**src/include/gdc_pkg.sv**
```systemverilog
// Constants shared by the gate-driver configuration bank.
// Assumes a 250 MHz ref_clk_i and a byte-wide register address.
// How it works
// - First config register sits at ACh, resets to 00228000h.
// - Second config register sits at AEh, resets to 01200000h.
// - Overvoltage level bit picks 32 V or 20 V; enable bit gates protection.
// - Thermal warnings pull the fault output low only when bit 16 is set.
// - Overcurrent must persist 0.2, 0.6, 1.1 or 1.6 us before it counts.
// - Automatic retry waits 5 ms or 500 ms per the retry bit.
// - One bit selects the 16 A or 24 A overcurrent trip level.
// - Mode 0 latches overcurrent faults; mode 1 retries automatically.
// - Mode 2 only reports overcurrent; mode 3 ignores it entirely.
// - Low-side demag threshold bit: 100 mA or 150 mA.
// - High-side demag threshold bit, same coding: 100 mA or 150 mA.
// - Synchronous rectification runs only while bit 3 is set.
// - Asynchronous rectification runs only while bit 2 is set.
// - Two-bit gain code picks 0.15, 0.3, 0.6 or 1.2 V/A.
// - Delay compensation applies only while its enable bit is set.
// - Buck regulator runs while its disable bit is clear.
package gdc_pkg;
  // Register map
  localparam logic [7:0] GDC_PROT_CFG_ADDR = 8'hAC;
  localparam logic [7:0] GDC_BUCK_CFG_ADDR = 8'hAE;
  localparam logic [31:0] GDC_PROT_CFG_RST = 32'h00228000;
  localparam logic [31:0] GDC_BUCK_CFG_RST = 32'h01200000;
  // Protection register field positions
  localparam int GDC_OVP_LEVEL_BIT = 19;
  localparam int GDC_OVERVOLTAGE_PROTECT_ENABLE_BIT = 18;
  localparam int GDC_THERMAL_WARNING_REPORT_BIT = 16;
  localparam int GDC_OVERCURRENT_DEGLITCH_LSB = 12;
  localparam int GDC_OVERCURRENT_RETRY_TIME_BIT = 11;
  localparam int GDC_OVERCURRENT_TRIP_LEVEL_BIT = 10;
  localparam int GDC_OVERCURRENT_FAULT_MODE_LSB = 8;
  localparam int GDC_DEMAG_LS_BIT = 5;
  localparam int GDC_DEMAG_HS_BIT = 4;
  localparam int GDC_SYNC_RECT_BIT = 3;
  localparam int GDC_ASYNC_RECT_BIT = 2;
  localparam int GDC_GAIN_LSB = 0;
  // Buck/delay register field positions
  localparam int GDC_DELAY_COMP_BIT = 30;
  localparam int GDC_REGULATOR_DISABLE_BIT = 20;
  // Fault mode codes
  localparam logic [1:0] GDC_MODE_LATCH = 2'h0;
  localparam logic [1:0] GDC_MODE_RETRY = 2'h1;
  localparam logic [1:0] GDC_MODE_REPORT = 2'h2;
  localparam logic [1:0] GDC_MODE_OFF = 2'h3;
  // Timing
  localparam int GDC_CLK_PERIOD_NS = 4;
  localparam int GDC_DEG0_NS = 200;
  localparam int GDC_DEG1_NS = 600;
  localparam int GDC_DEG2_NS = 1100;
  localparam int GDC_DEG3_NS = 1600;
  localparam logic [8:0] GDC_DEG0_CYC = 9'((GDC_DEG0_NS + GDC_CLK_PERIOD_NS - 1) / GDC_CLK_PERIOD_NS);
  localparam logic [8:0] GDC_DEG1_CYC = 9'((GDC_DEG1_NS + GDC_CLK_PERIOD_NS - 1) / GDC_CLK_PERIOD_NS);
  localparam logic [8:0] GDC_DEG2_CYC = 9'((GDC_DEG2_NS + GDC_CLK_PERIOD_NS - 1) / GDC_CLK_PERIOD_NS);
  localparam logic [8:0] GDC_DEG3_CYC = 9'((GDC_DEG3_NS + GDC_CLK_PERIOD_NS - 1) / GDC_CLK_PERIOD_NS);
  localparam int GDC_RETRY_SHORT_MS = 5;
  localparam int GDC_RETRY_LONG_MS = 500;
  localparam int GDC_RETRY_SHORT_CYC = (GDC_RETRY_SHORT_MS * 1000000 + GDC_CLK_PERIOD_NS - 1) / GDC_CLK_PERIOD_NS;
  localparam int GDC_RETRY_LONG_CYC = (GDC_RETRY_LONG_MS * 1000000 + GDC_CLK_PERIOD_NS - 1) / GDC_CLK_PERIOD_NS;
  // Overcurrent protection states
  typedef enum logic [1:0] {
    GDC_ST_RUN,
    GDC_ST_LATCHED,
    GDC_ST_RETRY
  } gdc_ocp_state_t;
endpackage : gdc_pkg

```
**src/rtl/gdc_config_bank.sv**
```systemverilog
// Gate-driver configuration bank with overcurrent fault handling.
// Assumes comparator inputs arrive asynchronously and the register
// port and fault clear come from logic on ref_clk_i.
`timescale 1ns/1ns
module gdc_config_bank
  import gdc_pkg::*;
#(
  parameter int RETRY_SHORT_CYC = GDC_RETRY_SHORT_CYC,
  parameter int RETRY_LONG_CYC = GDC_RETRY_LONG_CYC
) (
  // Clock and reset
  input wire logic ref_clk_i,
  input wire logic reset_i,
  // Register port
  input wire logic [7:0] reg_addr_i,
  input wire logic reg_wr_i,
  input wire logic [31:0] reg_wdata_i,
  input wire logic reg_rd_i,
  output logic [31:0] reg_rdata_o,
  output logic reg_rvalid_o,
  // Analog comparator flags and fault clear
  input wire logic overcurrent_detect_i,
  input wire logic overvoltage_detect_i,
  input wire logic thermal_warning_i,
  input wire logic fault_clear_i,
  // Fault and drive control
  output logic fault_out_n_o,
  output logic drive_enable_o,
  output logic overcurrent_fault_o,
  // Analog configuration
  output logic overvoltage_level_select_o,
  output logic overcurrent_trip_level_o,
  output logic demag_threshold_low_side_o,
  output logic demag_threshold_high_side_o,
  output logic sync_rectify_enable_o,
  output logic async_rectify_enable_o,
  output logic [1:0] sense_amp_gain_o,
  output logic delay_comp_enable_o,
  output logic regulator_enable_o
);

  localparam int RW = $clog2(RETRY_LONG_CYC + 1);

  // Parameter sanity
  if (RETRY_SHORT_CYC < 1 || RETRY_SHORT_CYC > RETRY_LONG_CYC) begin : g_bad_retry
    $error("retry counts must satisfy 1 <= short <= long");
  end

  typedef struct packed {
    logic [31:0] prot_cfg;
    logic [31:0] buck_cfg;
    logic [2:0] oc_sync;
    logic [2:0] ov_sync;
    logic [2:0] ot_sync;
    logic oc_f;
    logic ov_f;
    logic ot_f;
    logic [8:0] deg_cnt;
    logic [RW-1:0] retry_cnt;
    gdc_ocp_state_t st;
    logic ovp_flt;
    logic oc_rep;
    logic fault_n;
    logic drive_en;
    logic [31:0] rdata;
    logic rvalid;
  } gdc_state_t;

  gdc_state_t q;
  gdc_state_t d;
  logic [8:0] deg_tgt;
  logic [RW-1:0] retry_tgt;
  logic [1:0] mode;
  logic oc_hit;

  // Field decode from the stored configuration
  always_comb begin
    mode = q.prot_cfg[GDC_OVERCURRENT_FAULT_MODE_LSB +: 2];
    unique case (q.prot_cfg[GDC_OVERCURRENT_DEGLITCH_LSB +: 2])
      2'h0: deg_tgt = GDC_DEG0_CYC;
      2'h1: deg_tgt = GDC_DEG1_CYC;
      2'h2: deg_tgt = GDC_DEG2_CYC;
      default: deg_tgt = GDC_DEG3_CYC;
    endcase
    retry_tgt = q.prot_cfg[GDC_OVERCURRENT_RETRY_TIME_BIT] ? RW'(RETRY_LONG_CYC) : RW'(RETRY_SHORT_CYC);
    oc_hit = q.oc_f && (q.deg_cnt == deg_tgt);
  end

  // Next-state logic
  always_comb begin
    d = q;
    // Register writes; every bit stored, parity and reserved included
    if (reg_wr_i && reg_addr_i == GDC_PROT_CFG_ADDR) begin
      d.prot_cfg = reg_wdata_i;
    end
    if (reg_wr_i && reg_addr_i == GDC_BUCK_CFG_ADDR) begin
      d.buck_cfg = reg_wdata_i;
    end
    // Register reads; unmapped addresses read zero
    d.rvalid = reg_rd_i;
    if (reg_rd_i) begin
      if (reg_addr_i == GDC_PROT_CFG_ADDR) begin
        d.rdata = q.prot_cfg;
      end else if (reg_addr_i == GDC_BUCK_CFG_ADDR) begin
        d.rdata = q.buck_cfg;
      end else begin
        d.rdata = 32'h00000000;
      end
    end
    // Three-stage synchronisers; accept a change when stages two and three agree
    // Comparator edges are asynchronous, so the first stage may go metastable;
    // only the settled second and third stages feed the filtered flags.
    d.oc_sync = {q.oc_sync[1:0], overcurrent_detect_i};
    d.ov_sync = {q.ov_sync[1:0], overvoltage_detect_i};
    d.ot_sync = {q.ot_sync[1:0], thermal_warning_i};
    if (q.oc_sync[1] == q.oc_sync[2]) begin
      d.oc_f = q.oc_sync[2];
    end
    if (q.ov_sync[1] == q.ov_sync[2]) begin
      d.ov_f = q.ov_sync[2];
    end
    if (q.ot_sync[1] == q.ot_sync[2]) begin
      d.ot_f = q.ot_sync[2];
    end
    // Deglitch counter saturates at the selected qualify time
    // Saturating keeps a lasting overcurrent qualified, so a clear or a retry
    // end with the fault still present trips again at once.
    if (!q.oc_f) begin
      d.deg_cnt = 9'h000;
    end else if (q.deg_cnt < deg_tgt) begin
      d.deg_cnt = q.deg_cnt + 9'h001;
    end
    // Overcurrent protection state machine
    // Only the two protective modes leave the run state; report and ignore
    // modes never stop the bridge. A mode change while latched keeps the
    // fault until it is cleared.
    unique case (q.st)
      GDC_ST_RUN: begin
        if (oc_hit && mode == GDC_MODE_LATCH) begin
          d.st = GDC_ST_LATCHED;
        end else if (oc_hit && mode == GDC_MODE_RETRY) begin
          d.st = GDC_ST_RETRY;
          d.retry_cnt = '0;
        end
      end
      GDC_ST_LATCHED: begin
        if (fault_clear_i) begin
          d.st = GDC_ST_RUN;
        end
      end
      GDC_ST_RETRY: begin
        if (q.retry_cnt >= retry_tgt - RW'(1)) begin
          d.st = GDC_ST_RUN;
          d.retry_cnt = '0;
        end else begin
          d.retry_cnt = q.retry_cnt + RW'(1);
        end
      end
      default: d.st = GDC_ST_RUN;
    endcase
    // Fault report: protective modes while in fault, report mode while qualified
    // Protective modes use the next state so the flag and the drive enable move together.
    unique case (mode)
      GDC_MODE_REPORT: d.oc_rep = oc_hit;
      GDC_MODE_OFF: d.oc_rep = 1'b0;
      default: d.oc_rep = (d.st != GDC_ST_RUN);
    endcase
    if (mode != GDC_MODE_LATCH && mode != GDC_MODE_RETRY && q.st == GDC_ST_LATCHED) begin
      d.oc_rep = 1'b1;
    end
    // Overvoltage shuts the bridge only while enabled
    d.ovp_flt = q.ov_f && q.prot_cfg[GDC_OVERVOLTAGE_PROTECT_ENABLE_BIT];
    d.drive_en = (d.st == GDC_ST_RUN) && !d.ovp_flt;
    d.fault_n = !(d.ovp_flt || d.oc_rep || (q.ot_f && q.prot_cfg[GDC_THERMAL_WARNING_REPORT_BIT]));
  end

  // State register
  // Synchronous reset; config words reload their documented defaults and
  // the bridge comes up enabled with no fault shown.
  always_ff @(posedge ref_clk_i) begin
    if (reset_i) begin
      q <= '0;
      q.prot_cfg <= GDC_PROT_CFG_RST;
      q.buck_cfg <= GDC_BUCK_CFG_RST;
      q.st <= GDC_ST_RUN;
      q.fault_n <= 1'b1;
      q.drive_en <= 1'b1;
    end else begin
      q <= d;
    end
  end

  // Outputs straight from stored state
  assign reg_rdata_o = q.rdata;
  assign reg_rvalid_o = q.rvalid;
  assign fault_out_n_o = q.fault_n;
  assign drive_enable_o = q.drive_en;
  assign overcurrent_fault_o = q.oc_rep;
  assign overvoltage_level_select_o = q.prot_cfg[GDC_OVP_LEVEL_BIT];
  assign overcurrent_trip_level_o = q.prot_cfg[GDC_OVERCURRENT_TRIP_LEVEL_BIT];
  assign demag_threshold_low_side_o = q.prot_cfg[GDC_DEMAG_LS_BIT];
  assign demag_threshold_high_side_o = q.prot_cfg[GDC_DEMAG_HS_BIT];
  assign sync_rectify_enable_o = q.prot_cfg[GDC_SYNC_RECT_BIT];
  assign async_rectify_enable_o = q.prot_cfg[GDC_ASYNC_RECT_BIT];
  assign sense_amp_gain_o = q.prot_cfg[GDC_GAIN_LSB +: 2];
  assign delay_comp_enable_o = q.buck_cfg[GDC_DELAY_COMP_BIT];
  assign regulator_enable_o = !q.buck_cfg[GDC_REGULATOR_DISABLE_BIT];
endmodule : gdc_config_bank

```
**config.mk**
```make
export PLATFORM = sky130hd
export DESIGN_NAME = gdc_config_bank
export DESIGN_NICKNAME = d
export VERILOG_FILES = /design/src/include/gdc_pkg.sv /design/src/rtl/gdc_config_bank.sv
export SDC_FILE = /design/constraint.sdc
export NUM_CORES = 1
export LEC_CHECK = 0
export BUFFER_PORTS_ARGS = -buffer_cell sky130_fd_sc_hd__buf_2
export CAP_MARGIN = 20
export CORE_MARGIN = 5
export CORE_UTILIZATION = 40
export CTS_CLUSTER_DIAMETER = 50
export DETAILED_ROUTE_END_ITERATION = 8
export HOLD_SLACK_MARGIN = 0.12
export SYNTH_ARGS = -nofsm -noshare
export SYNTH_HDL_FRONTEND = slang
export SYNTH_SLANG_ARGS = --single-unit
```
**constraint.sdc**
```tcl
create_clock -name ref_clk_i -period 5.5 [get_ports ref_clk_i]
set_input_delay 0.55 -clock ref_clk_i [delete_from_list [all_inputs] [get_ports ref_clk_i]]
set_output_delay 0.55 -clock ref_clk_i [all_outputs]
set_load 0.01 [all_outputs]
```
# Yosys cells after proc, flatten, opt, wreduce, memory -nomap -nowiden

Cells that the tools add are included.

Output and inout bits: 46
Memory bits (read-only): 0
Flip-flop bits (word level): 150
Logic and storage cells: 76
Latch bits: 0
Memory bits (writable): 0
Bits of input ports: 48
Memories: 0

Reduce and logical (&&, ||, !) cells: 24
Multiply operators: 0
Shift-type cells: 0
Add/subtract/negate cells: 3
Order comparisons: 2
Div/mod/pow operators: 0
Bitwise operators: 1
Multiplexer cells: 14
Equal/unequal tests: 16

Operator list:

| kind                  | number |
|---|---|
| $mux 27               | 3 |
| $mux 32               | 2 |
| $pmux 27 s2           | 1 |
| $mux 29               | 1 |
| $add 27x1->27 const B | 1 |
| $ge 27x27->1          | 1 |
| $pmux 9 s3            | 1 |
| $sub 27x1->27 const B | 1 |
| $eq 8x8->1 const B    | 2 |
| $logic_and 1x1->1     | 10 |
| $add 9x1->9 const B   | 1 |
| $eq 9x9->1            | 1 |
| $lt 9x9->1            | 1 |
| $eq 2x2->1 const B    | 4 |
| $logic_not 2->1       | 4 |
| $eq 2x1->1 const B    | 3 |
| $mux 2                | 3 |
| $pmux 2 s3            | 1 |
| $reduce_bool 2->1     | 3 |
| $ne 2x2->1 const B    | 2 |
| $eq 1x1->1            | 3 |
| $logic_not 1->1       | 3 |
| $reduce_and 3->1      | 1 |
| $logic_or 1x1->1      | 2 |
| other kinds (5)       | 5 |

# Logic depth before layout (Yosys ltp)

Word-level depth: 14
Depth in mapped cells: 12
Depth with buffers taken out: 9

# Worst setup path before layout

OpenSTA, ideal clock, no wires.

Path kind: reg2reg
Start point: register q[132] (netlist bit)
End point: register q[65] (netlist bit)
Library setup time: 0.074 ns
Data required time: 5.426 ns
Path slack: 3.060 ns
Path buffers: 2
Arrival: 2.366 ns
Period minus slack after synthesis: 2.440 ns
Stages on the path, launching flop included: 12
Cell sequence: dfxtp_1 > inv_1 > nand2_1 > ha_1 > and4b_1 > nand4_2 > o31a_1 > buf_6 > or2_1 > buf_6 > or4_4 > o211ai_2

Cells in the longest elaborated chain, start to end: 7
Elaborated cells between the ends (all ways): 11
Those cells by class: 5 x eq/ne; 1 x mux; 5 x reduce/logical

Ends and longest elaborated chain:

| what                                        | RTL line                                       | RTL |
|---|---|---|
| start, declared                             | gdc_config_bank.sv:69                          | `gdc_state_t q;` |
| $eq 2x2->1, or another cell as far along    | gdc_config_bank.sv:79                          | `unique case (q.prot_cfg[GDC_OVERCURRENT_DEGLITCH_LSB +: 2])` |
| $pmux 9 s3 *                                | gdc_config_bank.sv:79                          |  |
| $eq 9x9->1 *                                | gdc_config_bank.sv:86                          | `oc_hit = q.oc_f && (q.deg_cnt == deg_tgt);` |
| $logic_and 1x1->1 *                         | gdc_config_bank.sv:86                          |  |
| $logic_and 1x1->1, on equally long branches | gdc_config_bank.sv:141, gdc_config_bank.sv:139 |  |
| $ne 2x2->1 (no source line)                 | --                                             |  |
| $reduce_and 3->1 (no source line) *         | --                                             |  |

Every way passes the cells marked *; elsewhere a longest branch is shown, timed or not.
A chain may end at the register's enable or synchronous reset.

# Worst setup path after layout

Start point: register q[130] (netlist bit)
End point: register q[60] (netlist bit)

Cells in the longest elaborated chain, start to end: 5

Ends and longest elaborated chain:

| what          | RTL line               | RTL |
|---|---|---|
| $mux 27       | gdc_config_bank.sv:85  | `retry_tgt = q.prot_cfg[GDC_OVERCURRENT_RETRY_TIME_BIT] ? RW'(RETRY_LONG_CYC) : RW'(RETRY_SHORT_CYC);` |
| $sub 27x1->27 | gdc_config_bank.sv:152 | `if (q.retry_cnt >= retry_tgt - RW'(1)) begin` |
| $ge 27x27->1  | gdc_config_bank.sv:152 |  |
| $mux 27       | gdc_config_bank.sv:152 |  |
| $pmux 27 s2   | gdc_config_bank.sv:137 | `unique case (q.st)` |

No other way between the ends.

==> impl_metrics.json <==
{
  "status": "finished, final reports clean",
  "wl_per_cell_um": 14.9,
  "ctsLongestPathBuffers": 2,
  "dp_hpwl_mm": 11.2,
  "synthFlopType": "dfxtp_1",
  "rows": 48,
  "r2r_start": "q[130]$_SDFFE_PP0P_",
  "gp_congestion": 0.836,
  "cts_resized": 0,
  "peakVddDrop_v": 0.000203,
  "synthesis.nets": 953,
  "synthArstFlopShare_pct": 0,
  "critPathKind": "flip-flop to flip-flop",
  "portBuffers": 93,
  "cts_buffers": 17,
  "finalSetupViolCount": 0,
  "post-route-drc-count": 0,
  "power_mw": 2.31,
  "ant_nets": 0,
  "cts_max_level": 4,
  "cts_root_buf": "clkbuf_16",
  "synth_top_area_cell": "dfxtp_1",
  "fillers": 1722,
  "antenna_found_initial": 0,
  "hold_depth": 2,
  "clkSlewWorstSetupHoldPaths_ns": 0.06,
  "hp-start": "thermal_warning_i",
  "leakage_nw": 3.07,
  "max_clock_freq_ghz": 0.316,
  "yosys_warnings": 0,
  "hold_buffers": 0,
  "track_usage_pct": 17.1,
  "reg2regPathDepth": 8,
  "worst_hold_path_type": "input pin to flip-flop",
  "power_density_mw_per_mm2": 291,
  "maxSlewHeadroom_pct": 32.1,
  "clk_latency_ns": 0.42,
  "worst_slew_pin_slew_ns": 1.02,
  "first_iter_violations": 379,
  "vias": 6042,
  "worstPathMaxFanout": 21,
  "crit_path_end_kind": "flip-flop",
  "slowest_stage": "o21ai_2",
  "synthTopCellsByArea": "dfxtp_1 (43%), nand2_1 (9.3%), a21oi_1 (7.6%)",
  "finalClockSkew_ns": 0.0105,
  "yosysSeqAreaShare_pct": 42.8,
  "tns_ns": 0,
  "critPathArrivalTime_ns": 3.48,
  "place_ws_ns": 2.36,
  "die_width_um": 142,
  "path_cells": "inv_1 > ha_1 > a21o_1 > a211o_1 > o21ai_2 > buf_4 > nand2_1 > a211oi_1",
  "avgSynthCellArea_um2": 7.93,
  "drt_first_pass_iters": 4,
  "grt_pass1_vias": 5673,
  "period_share_pct": 57.6,
  "r2r_slack_ns": 2.33,
  "synth.ff_latch_count": 150,
  "hold_viol": 0,
  "synth_top_cell_area_share_pct": 42.8,
  "crit-reg2reg-capture": "q[60]$_SDFFE_PP0P_",
  "netlist_area_mm2": 0.00701,
  "required_ns": 5.82,
  "overflow": 0,
  "synth_cells": 884,
  "dpl_cell_area_mm2": 0.00735,
  "cts.sinks": 150,
  "start_util_pct": 40.7,
  "final_cell_mix": "nand2_1 (174), dfxtp_1 (150), a21oi_1 (107), nor2_1 (99), buf_2 (92)",
  "final_common_cell": "nand2_1",
  "die_h_um": 142,
  "core_area_mm2": 0.0172,
  "min_to": "d[79]$_SDFF_PP0_",
  "diodes": 0,
  "startpoint_type": "flip-flop",
  "drive_above_1_share_pct": 15.4,
  "synth_edf_count": 0,
  "cap_viol_max_count": 0,
  "design_area_mm2": 0.00795,
  "cts_tree": "done",
  "cts_setup_buffers": 0,
  "wirelength_mm": 17.2,
  "via_per_inst": 5.24,
  "synth_cell_type_count": 54,
  "holdWs_ns": 0.339,
  "rsz0062_at_grt": "false",
  "cpPeakStageDelay_ns": 0.66,
  "ios": 94,
  "report.final.slew_viol_count": 0,
  "finalNetCount": 983,
  "grt_pass1_wl_mm": 28.5,
  "post-route-min-period_ns": 3.17,
  "dieArea_mm2": 0.0203,
  "worst_slack_ns": 2.33,
  "area_delta_synth_final_pct": 13.4,
  "grt_max_degree": 98
}
[how the worst max path moves through the flow]
stage | start | endpoint | slack (ns) | cells past startpoint
after global routing | q[130]$_SDFFE_PP0P_ | q[62]$_SDFFE_PP0P_ | 2.06 | 8
after global placement | q[130]$_SDFFE_PP0P_ | q[61]$_SDFFE_PP0P_ | 2.49 | 8
after CTS | q[130]$_SDFFE_PP0P_ | q[60]$_SDFFE_PP0P_ | 2.33 | 8
final | q[130]$_SDFFE_PP0P_ | q[60]$_SDFFE_PP0P_ | 2.33 | 8
after floorplan | q[132]$_SDFFE_PP0P_ | q[65]$_SDFFE_PP0P_ | 3.06 | 11
after detailed placement | q[130]$_SDFFE_PP0P_ | q[61]$_SDFFE_PP0P_ | 2.36 | 8
[sequential cells by signal, indices dropped and copies added, names as in the netlist, 2 cells and up]
name,flops
d,6
mode,2
q,97
reg_rdata_o,32
sense_amp_gain_o,2
[cell type report]
| type | instances | area, um2 | share of cell area, % |
|---|---|---|---|
| clock buffers | 21 | 470 | 5.92 |
| inverters | 15 | 56.3 | 0.709 |
| clock inverters | 11 | 123 | 1.54 |
| multi-input cells | 628 | 3480 | 43.7 |
| flip-flops and latches | 150 | 3000 | 37.8 |
| repair buffers | 102 | 536 | 6.74 |
| well taps | 225 | 282 | 3.54 |
[critical path, delay by kind of cell (launching register included)]
| kind | cells | cell delay [ns] |
|---|---|---|
| AOI/OAI and AO/OA | 4 | 1.43 |
| buffers and inverters | 2 | 0.61 |
| DFF | 1 | 0.41 |
| adders and majority gates | 1 | 0.35 |
| and+or+nand+nor | 1 | 0.25 |
[logic make-up after synthesis]
kind of cell | count (synthesis) | share of synthesized area [%]
and+or+nand+nor | 397 | 25.8
xor gates and xnor gates | 10 | 1.25
muxes | 32 | 4.57
AOI/OAI and AO/OA | 168 | 14.0
buffers and inverters | 106 | 7.78
adders and majority gates | 21 | 3.75
DFF | 150 | 42.8
[routing by layer]
layer  GRT usage (%)  vias up  wire, um
li1                -     3083         -
met1            22.3     2825      8160
met3            4.27       17       819
met4            4.65        0       225
met2            28.4      117      8010
met5               0        -         0
[power breakdown]
group	internal (mW)	switching (mW)
clock	0.704	0.454
sequential	1.09	0.00137
combinational	0.0228	0.0413
total	1.82	0.497
[through the flow]
stage | util [%] | cells
after floorplan | - | 884
after global placement | 42.7 | 1120
after detailed placement | 42.7 | 1120
after CTS | 46.1 | 1152
after global routing | 46.1 | 1152
final | 46.1 | 1152
[cell usage after synthesis, drive strengths merged, types with 3 or more instances]
| library cell | n |
|---|---|
| dfxtp | 150 |
| buf | 41 |
| nand4 | 29 |
| a211oi | 6 |
| nand3b | 3 |
| and4 | 3 |
| inv | 15 |
| and4b | 4 |
| a21o | 6 |
| nor2b | 13 |
| nand3 | 32 |
| nand4b | 4 |
| xnor2 | 10 |
| nor4 | 11 |
| o21ai | 8 |
| a31o | 3 |
| a31oi | 19 |
| ha | 21 |
| a21oi | 107 |
| clkbuf | 50 |
| o211ai | 3 |
| mux2i | 32 |
| nor2 | 100 |
| nand2 | 174 |
| and3 | 8 |
| nor3 | 6 |
No activity file was read; power rests on OpenSTA's default activity.
